<file path="src/mlb_defines.svh">
`ifndef MLB_DEFINES_SVH
`define MLB_DEFINES_SVH
// port width codes
`define MLB_PW_32        2'h0
`define MLB_PW_16        2'h1
`define MLB_PW_8         2'h2
// datum size codes
`define MLB_SZ_BYTE      2'h0
`define MLB_SZ_HALF      2'h1
`define MLB_SZ_WORD      2'h2
// reset configuration bit positions on the low address pins
`define MLB_CFG_BOOT16   0
`define MLB_CFG_BOOT8    1
`define MLB_CFG_RSVDHI   2
`define MLB_CFG_EXTHOLD  3
// burst length in words
`define MLB_BURST_WORDS  3'h4
// strobes inactive (active low)
`define MLB_STROBES_OFF  4'hf
`endif

</file>
<file path="src/mlb_pkg.sv">
`default_nettype none
package mlb_pkg;
   typedef enum logic [2:0] {
      MLB_IDLE,
      MLB_ADDR,
      MLB_SLOT2,
      MLB_DATA,
      MLB_DONE
   } mlb_state_t;

   typedef struct packed {
      logic [31:0] addr;
      logic [31:0] wdata;
      logic        write;
      logic        burst;
      logic [1:0]  size;
      logic        big_endian;
      logic        miss;
      logic        instr;
   } mlb_req_t;

   typedef struct packed {
      logic boot_rom_16bit_option;
      logic boot_rom_8bit_option;
      logic reserved_high_option;
      logic extended_address_hold_option;
   } mlb_cfg_t;
endpackage : mlb_pkg
`default_nettype wire

</file>
<file path="src/mlb_local_bus.sv">
`include "mlb_defines.svh"
`default_nettype none
module mlb_local_bus (
   // clock and reset
   input  wire logic            core_clk,
   input  wire logic            reset,
   // core side request
   input  wire logic            req_valid,
   input  var  mlb_pkg::mlb_req_t req,
   output logic                 req_ready,
   // memory port configuration
   input  wire logic [1:0]      port_width,
   input  wire logic            system_control_coprocessor_strobe_hold,
   // external acknowledge of one datum
   input  wire logic            data_ack,
   // shared address/data bus
   input  wire logic [31:0]     ad_in,
   output logic [31:0]          ad_out,
   output logic                 ad_oe,
   // low address pins
   input  wire logic [3:0]      low_addr_in,
   output logic [3:0]           low_addr_out,
   output logic                 low_addr_oe,
   // strobes and diagnostic pin
   output logic                 addr_latch_en,
   output logic                 diag,
   // read buffer and configuration
   output logic [31:0]          rd_data,
   output logic                 rd_valid,
   output var  mlb_pkg::mlb_cfg_t cfg
);
   ////////////////////////////////////////////////////////////////////////////
   // byte lane decode, used only for the strobes; read data is taken from the bus unshifted
   function automatic logic [3:0] lane_mask(input logic [1:0] size,
                                            input logic [1:0] a,
                                            input logic       be);
      logic [1:0] l;
      l = be ? ~a : a;
      lane_mask = 4'h0;
      if (size == `MLB_SZ_WORD) begin
         lane_mask = 4'hf;
      end else if (size == `MLB_SZ_HALF) begin
         lane_mask = (be ? ~a[1] : a[1]) ? 4'hc : 4'h3;
      end else begin
         lane_mask = 4'h1 << l;
      end
   endfunction : lane_mask

   function automatic logic [3:0] port_step(input logic [1:0] pw);
      if (pw == `MLB_PW_32) begin
         port_step = 4'h4;
      end else if (pw == `MLB_PW_16) begin
         port_step = 4'h2;
      end else begin
         port_step = 4'h1;
      end
   endfunction : port_step

   ////////////////////////////////////////////////////////////////////////////
   mlb_pkg::mlb_state_t state_q, state_d;
   mlb_pkg::mlb_req_t   cur_q, cur_d;
   logic [3:0]  laddr_q, laddr_d, end_q, end_d;
   logic [2:0]  beats_q, beats_d;
   logic [31:0] ad_q, ad_d, rd_q, rd_d;
   logic        oe_q, oe_d, loe_q, loe_d, ale_q, ale_d, diag_q, diag_d;
   logic        rdy_q, rdy_d, rv_q, rv_d, cfg_take_q;
   mlb_pkg::mlb_cfg_t cfg_q, cfg_d;
   logic [3:0]  nxt_addr, lanes;

   always_comb begin
      state_d  = state_q;
      cur_d    = cur_q;
      laddr_d  = laddr_q;
      end_d    = end_q;
      beats_d  = beats_q;
      ad_d     = ad_q;
      rd_d     = rd_q;
      oe_d     = oe_q;
      loe_d    = loe_q;
      ale_d    = 1'b0;
      diag_d   = diag_q;
      rdy_d    = 1'b0;
      rv_d     = 1'b0;
      cfg_d    = cfg_q;
      nxt_addr = laddr_q + port_step(port_width);
      lanes    = lane_mask(cur_q.size, cur_q.addr[1:0], cur_q.big_endian);
      // straps are taken once; later traffic on these pins never disturbs them
      if (cfg_take_q) begin
         cfg_d = {low_addr_in[`MLB_CFG_BOOT16], low_addr_in[`MLB_CFG_BOOT8],
                  low_addr_in[`MLB_CFG_RSVDHI], low_addr_in[`MLB_CFG_EXTHOLD]};
      end
      case (state_q)
         mlb_pkg::MLB_IDLE: begin
            oe_d  = 1'b0;
            // ready does not wait on valid; a request held over reset would else lock up
            rdy_d = 1'b1;
            if (req_valid && rdy_q) begin
               cur_d   = req;
               rdy_d   = 1'b0;
               state_d = mlb_pkg::MLB_ADDR;
            end
         end
         mlb_pkg::MLB_ADDR: begin
            // strobes are driven regardless of width; narrow ports simply ignore them
            ad_d[31:4] = cur_q.addr[31:4];
            ad_d[3:0]  = ~lanes;
            if (!cur_q.write && system_control_coprocessor_strobe_hold) begin
               ad_d[3:0] = `MLB_STROBES_OFF;
            end
            oe_d    = 1'b1;
            ale_d   = 1'b1;
            diag_d  = cur_q.miss;
            loe_d   = 1'b1;
            beats_d = cur_q.burst ? `MLB_BURST_WORDS : 3'h1;
            if (cur_q.burst && !cur_q.write) begin
               laddr_d = 4'h0;
               end_d   = 4'h0;
            end else begin
               laddr_d = cur_q.addr[3:0];
               end_d   = cur_q.addr[3:0] + ((cur_q.size == `MLB_SZ_WORD) ? 4'h4 :
                         (cur_q.size == `MLB_SZ_HALF) ? 4'h2 : 4'h1);
            end
            state_d = mlb_pkg::MLB_SLOT2;
         end
         mlb_pkg::MLB_SLOT2: begin
            diag_d  = cur_q.instr;
            oe_d    = cur_q.write;
            ad_d    = cur_q.wdata;
            state_d = mlb_pkg::MLB_DATA;
         end
         mlb_pkg::MLB_DATA: begin
            if (data_ack) begin
               if (!cur_q.write) begin
                  rd_d = ad_in;
                  rv_d = 1'b1;
               end
               laddr_d = nxt_addr;
               // a read burst counts words, so narrow ports take several acks per word
               if (cur_q.burst && !cur_q.write) begin
                  if (nxt_addr[1:0] == 2'h0) begin
                     beats_d = beats_q - 3'h1;
                     if (beats_q == 3'h1) begin
                        state_d = mlb_pkg::MLB_DONE;
                     end
                  end
               end else if (nxt_addr == end_q ||
                            port_width == `MLB_PW_32) begin
                  state_d = mlb_pkg::MLB_DONE;
               end
            end
         end
         default: begin
            oe_d    = 1'b0;
            rdy_d   = 1'b1;
            state_d = mlb_pkg::MLB_IDLE;
         end
      endcase
   end

   always_ff @(posedge core_clk or posedge reset) begin
      if (reset) begin
         state_q    <= mlb_pkg::MLB_IDLE;
         cur_q      <= '0;
         laddr_q    <= 4'h0;
         end_q      <= 4'h0;
         beats_q    <= 3'h0;
         ad_q       <= 32'h0;
         rd_q       <= 32'h0;
         oe_q       <= 1'b0;
         loe_q      <= 1'b0;   // pins are inputs while reset holds
         ale_q      <= 1'b0;
         diag_q     <= 1'b0;
         rdy_q      <= 1'b0;
         rv_q       <= 1'b0;
         cfg_q      <= '0;
         cfg_take_q <= 1'b1;
      end else begin
         state_q    <= state_d;
         cur_q      <= cur_d;
         laddr_q    <= laddr_d;
         end_q      <= end_d;
         beats_q    <= beats_d;
         ad_q       <= ad_d;
         rd_q       <= rd_d;
         oe_q       <= oe_d;
         loe_q      <= loe_d;
         ale_q      <= ale_d;
         diag_q     <= diag_d;
         rdy_q      <= rdy_d;
         rv_q       <= rv_d;
         cfg_q      <= cfg_d;
         cfg_take_q <= 1'b0;   // straps caught on first edge after release
      end
   end

   assign ad_out        = ad_q;
   assign ad_oe         = oe_q;
   assign low_addr_out  = laddr_q;
   assign low_addr_oe   = loe_q;
   assign addr_latch_en = ale_q;
   assign diag          = diag_q;
   assign req_ready     = rdy_q;
   assign rd_data       = rd_q;
   assign rd_valid      = rv_q;
   assign cfg           = cfg_q;
endmodule : mlb_local_bus
`default_nettype wire

</file>
<file path="config.mk">
export PLATFORM = sky130hd
export DESIGN_NAME = mlb_local_bus
export DESIGN_NICKNAME = d
export VERILOG_FILES = /design/src/mlb_pkg.sv /design/src/mlb_local_bus.sv
export VERILOG_INCLUDE_DIRS = /design/src
export SDC_FILE = /design/constraint.sdc
export NUM_CORES = 1
export LEC_CHECK = 0
export BUFFER_PORTS_ARGS = -buffer_cell sky130_fd_sc_hd__buf_2
export CAP_MARGIN = 20
export CORE_MARGIN = 2
export CORE_UTILIZATION = 38
export CTS_CLUSTER_DIAMETER = 60
export DETAILED_ROUTE_END_ITERATION = 8
export SYNTH_ARGS = -nofsm -noshare
export SYNTH_HDL_FRONTEND = slang
export SYNTH_SLANG_ARGS = --single-unit
</file>
<file path="constraint.sdc">
create_clock -name core_clk -period 5.18 [get_ports core_clk]
set_clock_uncertainty 0.1 [all_clocks]
set_input_delay 0.777 -clock core_clk [delete_from_list [all_inputs] [get_ports core_clk]]
set_output_delay 0.777 -clock core_clk [all_outputs]
set_load 0.005 [all_outputs]
</file>
* After elaboration in Yosys (flattened, before gate mapping)
Cells that the tools add are included.
** Cells by class
- $add $sub $neg :: 3
- Equal/unequal tests :: 15
- Shift operators :: 1
- Mux-type cells :: 35
- Bitwise operators :: 4
- Reduce and logical (&&, ||, !) cells :: 16
** Operator list (count)
- $pmux W32 S2 :: 1
- $mux W3 :: 12
- $mux W4 :: 7
- $pmux W3 S4 :: 1
- $ne A3 B3 Y1 const B :: 3
- $ne A2 B2 Y1 const B :: 4
- $pmux W4 S2 :: 1
- $eq A3 B1 Y1 const B :: 2
- $eq A3 B2 Y1 const B :: 2
- $mux W1 :: 6
- $mux W2 :: 3
- $pmux W3 S2 :: 1
- $reduce_and A5 Y1 :: 1
- $add A4 B3 Y4 :: 1
- $add A4 B4 Y4 :: 1
- $eq A2 B1 Y1 const B :: 2
- $eq A4 B4 Y1 :: 1
- $logic_not A2 Y1 :: 2
- $not A4 Y4 :: 1
- $pmux W1 S2 :: 2
- $reduce_and A2 Y1 :: 2
- $reduce_and A4 Y1 :: 1
- $reduce_bool A2 Y1 :: 2
- $shl A1 B2 Y4 const A :: 1
- 11 further kinds :: 14
** Word-level totals
- Register bits :: 160
- Input bits :: 114
- Output and inout bits :: 78
- Logic and storage cells :: 99

* Longest topological paths before layout
- Word-level depth :: 10
- Depth in mapped cells :: 7
- Gate-level depth less buffers :: 7

* Worst setup path before layout
Ideal clock, no wire load.
- Kind :: input-to-reg
- Start :: in port_width[1]
- End :: reg state_q[1]
- Setup time :: 137 ps
- Arrival time :: 2584 ps
- Data required time :: 4943 ps
- Setup slack :: 2360 ps
- Stages :: 7
- Buffers on the path :: 1
- Path through :: clkbuf_1 -> ha_1 -> fa_1 -> or4b_2 -> a21oi_1 -> a211o_1 -> o21ai_0
** Between the ends
- Word-level cells in the longest chain between the ends :: 8
- Elaborated cells between the ends (all ways) :: 11
- Those cells by class :: 1 x add/sub; 4 x eq/ne; 2 x mux; 4 x reduce/logical
** RTL lines
- start: declaration :: RTL line mlb_local_bus.sv:12 : input wire logic [1:0] port_width,
- $eq A2 B1 Y1 (no source line)
- $mux W2 :: RTL line mlb_local_bus.sv:52 : end else if (pw == `MLB_PW_16) begin
- $mux W3 :: RTL line mlb_local_bus.sv:50 : if (pw == `MLB_PW_32) begin
- $add A4 B4 Y4 :: RTL line mlb_local_bus.sv:85 : nxt_addr = laddr_q + port_step(port_width);
- $eq A4 B4 Y1 :: RTL line mlb_local_bus.sv:146 : end else if (nxt_addr == end_q ||
- $logic_or A1 B1 Y1 (no source line)
- $ne A3 B3 Y1 (no source line)
- $reduce_and A5 Y1 (no source line) *
- end signal: assignment :: RTL line mlb_local_bus.sv:162 : state_q <= mlb_pkg::MLB_IDLE;
- end signal: assignment :: RTL line mlb_local_bus.sv:178 : state_q <= state_d;
- end: declaration :: RTL line mlb_local_bus.sv:60 : mlb_pkg::mlb_state_t state_q, state_d;
Mark *: on every way between the ends. The rest lies on a longest branch, timed or not.
A chain may end at the register's enable or synchronous reset.

* Worst setup path in the final report
- Start :: reg state_q[1]
- End :: reg cur_q[36] (netlist name)
** Between the ends
- Word-level cells in the longest chain between the ends :: 2
** RTL lines
- $logic_not A3 Y1 :: RTL line mlb_local_bus.sv:92 : case (state_q)
- $reduce_and A2 Y1 (no source line)
- end signal: assignment :: RTL line mlb_local_bus.sv:179 : cur_q <= cur_d;
- end: declaration :: RTL line mlb_local_bus.sv:61 : mlb_pkg::mlb_req_t cur_q, cur_d;
No other way between the ends.

==> out/results.ini <==
[run_status]
status = finished, final reports clean

[place]
globalplace.congestion = 0.7799
io_buffer_count = 191
place_ws_ns = 2.158
dp_hpwl_um = 10630
postPlaceCellArea_um2 = 7905

[timing]
setup_ws_ns = 2.473
finalCritPeriodShare = 0.5226
worstMarginPinSlew_ns = 1.007
slew_headroom = 0.3234
final-setup-viol-count = 0
slew_violations = 0
final.setup.tns_ns = 0
holdWs_ns = 0.3647
finalHoldViolCount = 0
fmax_ghz = 0.3694
rsz0062_at_grt = false
period_minus_slack_ns = 2.707

[clock_network]
clock_latency_ns = 0.41
clk_path_buf_depth = 2
holdBufCountCts = 0
root_buffer = clkbuf_16
cts_buffers = 17
cts.sinks = 160
cts_max_level = 4
cts_tree = built
postCtsSetupBuffers = 0
cts.reportedPaths.clkPinSlew_ns = 0.06
cts_resized = 0

[flow_run]
maxCapViolCount = 0

[synthesis]
ys_types = 46
netlist_instances = 549
synth_seq_cells = 160
yosys.area.top_type = dfrtp_1
synth_top_area_frac = 0.5865
synthTopCellsByCount = 159 x dfrtp_1, 101 x mux2_2, 79 x nand2_1
synth-edff-count = 0
async_reset_ff_frac = 1.000
ys_top_cells_by_area = dfrtp_1 59%, mux2_2 17%, nand2_1 4.4%
netlist_area_um2 = 6784
yosysMostFrequentCell = dfrtp_1
synth_warnings = 0
syn_nets = 675
syn_avg_cell_area_um2 = 12.36
synthFlopType = dfrtp_1
yosysSeqAreaShare = 0.5904

[routing]
drc_errors = 0
wire_per_inst_um = 15.66
wl_um = 15200
drt_iter0_markers = 202
final_antenna_net_count = 0
num_vias = 4756
via_per_inst = 4.898
drtPass1Iterations = 4

[global_routing]
grt_start_max_net_pins = 161
grt_pass1_wl_um = 24340
grt.total_usage = 0.1672
grt_pass1_vias = 5001
grt_util_met2 = 0.2839
grt-busiest-layer = met2
use_met3 = 0.07027
grtUsageMet1 = 0.1910
grt_overflow_total = 0
antenna_found_initial = 1

[critical_path]
reg2reg_depth = 3
r2r_start = state_q[1]
r2r_setup_slack_ns = 2.47
path_cells = nor4_4, buf_4, mux2_2
path_class = reg2reg
cp_slowest_stage_delay_ns = 0.95
cp.arrival_ns = 2.91
reg2reg_to = cur_q[36]
cp_slowest_cell = nor4_4
crit_path_max_fanout = 38
cp.required_ns = 5.38
startpoint_type = flop
endpoint = cur_q[36]
critPathLaunch = state_q[1]
endpoint_kind = flop

[floorplanning]
rows = 48
die_h_um = 137.6
io_pins = 192
coreArea_um2 = 17360
start_util = 0.3909
dieArea_um2 = 18940
fp.dieW_um = 137.6

[final_layout]
fin_area_um2 = 8443
fill_cells = 1597
area_growth_pct = 24.46
drive_gt1_frac = 0.4504
final_util = 0.4864
antenna_cells = 0
multi_input_area_um2 = 2552
nets = 861
regArea_um2 = 4005

[power]
p_leak_nw = 4.109
p_per_area_nw_per_um2 = 618.9
vdd_drop_max_mv = 0.2455

[worst_hold_path]
hp-class = reg2reg

==> critical path: cells and delay by family (launching register included) <==
family        cells  cell delay, ns
buf+inv           1            0.58
flops             1            0.54
mux               1            0.40
simple gates      1            0.95
==> layer usage <==
| layer | up-vias | wire length, µm |
|---|---|---|
| met3 | 24 | 1331 |
| met2 | 147 | 7292 |
| li1 | 2271 | - |
| met4 | 2 | 245 |
| met5 | - | 11 |
| met1 | 2312 | 6321 |
==> worst min-delay path by stage <==
stage,endpoint,depth (start not counted),start,slack [ns]
2_1_floorplan,beats_q[1],2,beats_q[1],0.35
3_3_place_gp,low_addr_oe,1,low_addr_oe,0.35
3_5_place_dp,low_addr_oe,1,low_addr_oe,0.35
4_1_cts,low_addr_oe,1,low_addr_oe,0.37
5_1_grt,low_addr_oe,1,low_addr_oe,0.40
6_report,low_addr_oe,1,low_addr_oe,0.36
==> power by group <==
group / internal [W] / switching (W)
clock network: 0.000665 / 0.000477
registers: 0.00186 / 0.000374
logic: 0.000927 / 0.000922
total: 0.00345 / 0.00177
==> metrics by stage <==
stage          instances  power, W
2_1_floorplan        549  0.003473
3_5_place_dp         941  0.004140
3_3_place_gp         941  0.004042
6_report             971  0.005225
4_1_cts              971  0.005315
5_1_grt              971  0.005639
==> placed cells by master (no fill, tap or decap), types with 5 or more instances in the layout <==
master and n:
buf_2 191, dfrtp_1 159, mux2_2 101, nand2_1 79, nor2_1 36, a31oi_1 31
clkbuf_16 17, o21ai_0 13, inv_1 12, a21oi_1 10, ha_1 10, xnor2_1 6
nand3_1 6, clkinvlp_4 6, nor3_1 5, buf_4 5
==> cells by family after synthesis <==
logic type,synth area share
buf+inv,0.03412
other cells,0.0005528
xor+xnor,0.01162
simple gates,0.09388
mux,0.1710
compound gates,0.07414
fa+ha+maj,0.02435
flops,0.5904
==> state kept, by name, summed over array words and instances (netlist names), 3 cells and up <==
register      count
ad_out           32
beats_q           3
cfg               4
cur_q            71
end_q             4
low_addr_out      4
rd_data          32
state_q           3
==> cell type report <==
cell class | instances | share of cell area
Multi-Input combinational cell | 346 | 0.3023
Sequential cell | 160 | 0.4744
Clock buffer | 20 | 0.05290
Inverter | 13 | 0.006224
Tap cell | 225 | 0.03334
Timing Repair Buffer | 197 | 0.1200
Clock inverter | 10 | 0.01082
No activity file was read; power rests on OpenSTA's default activity.
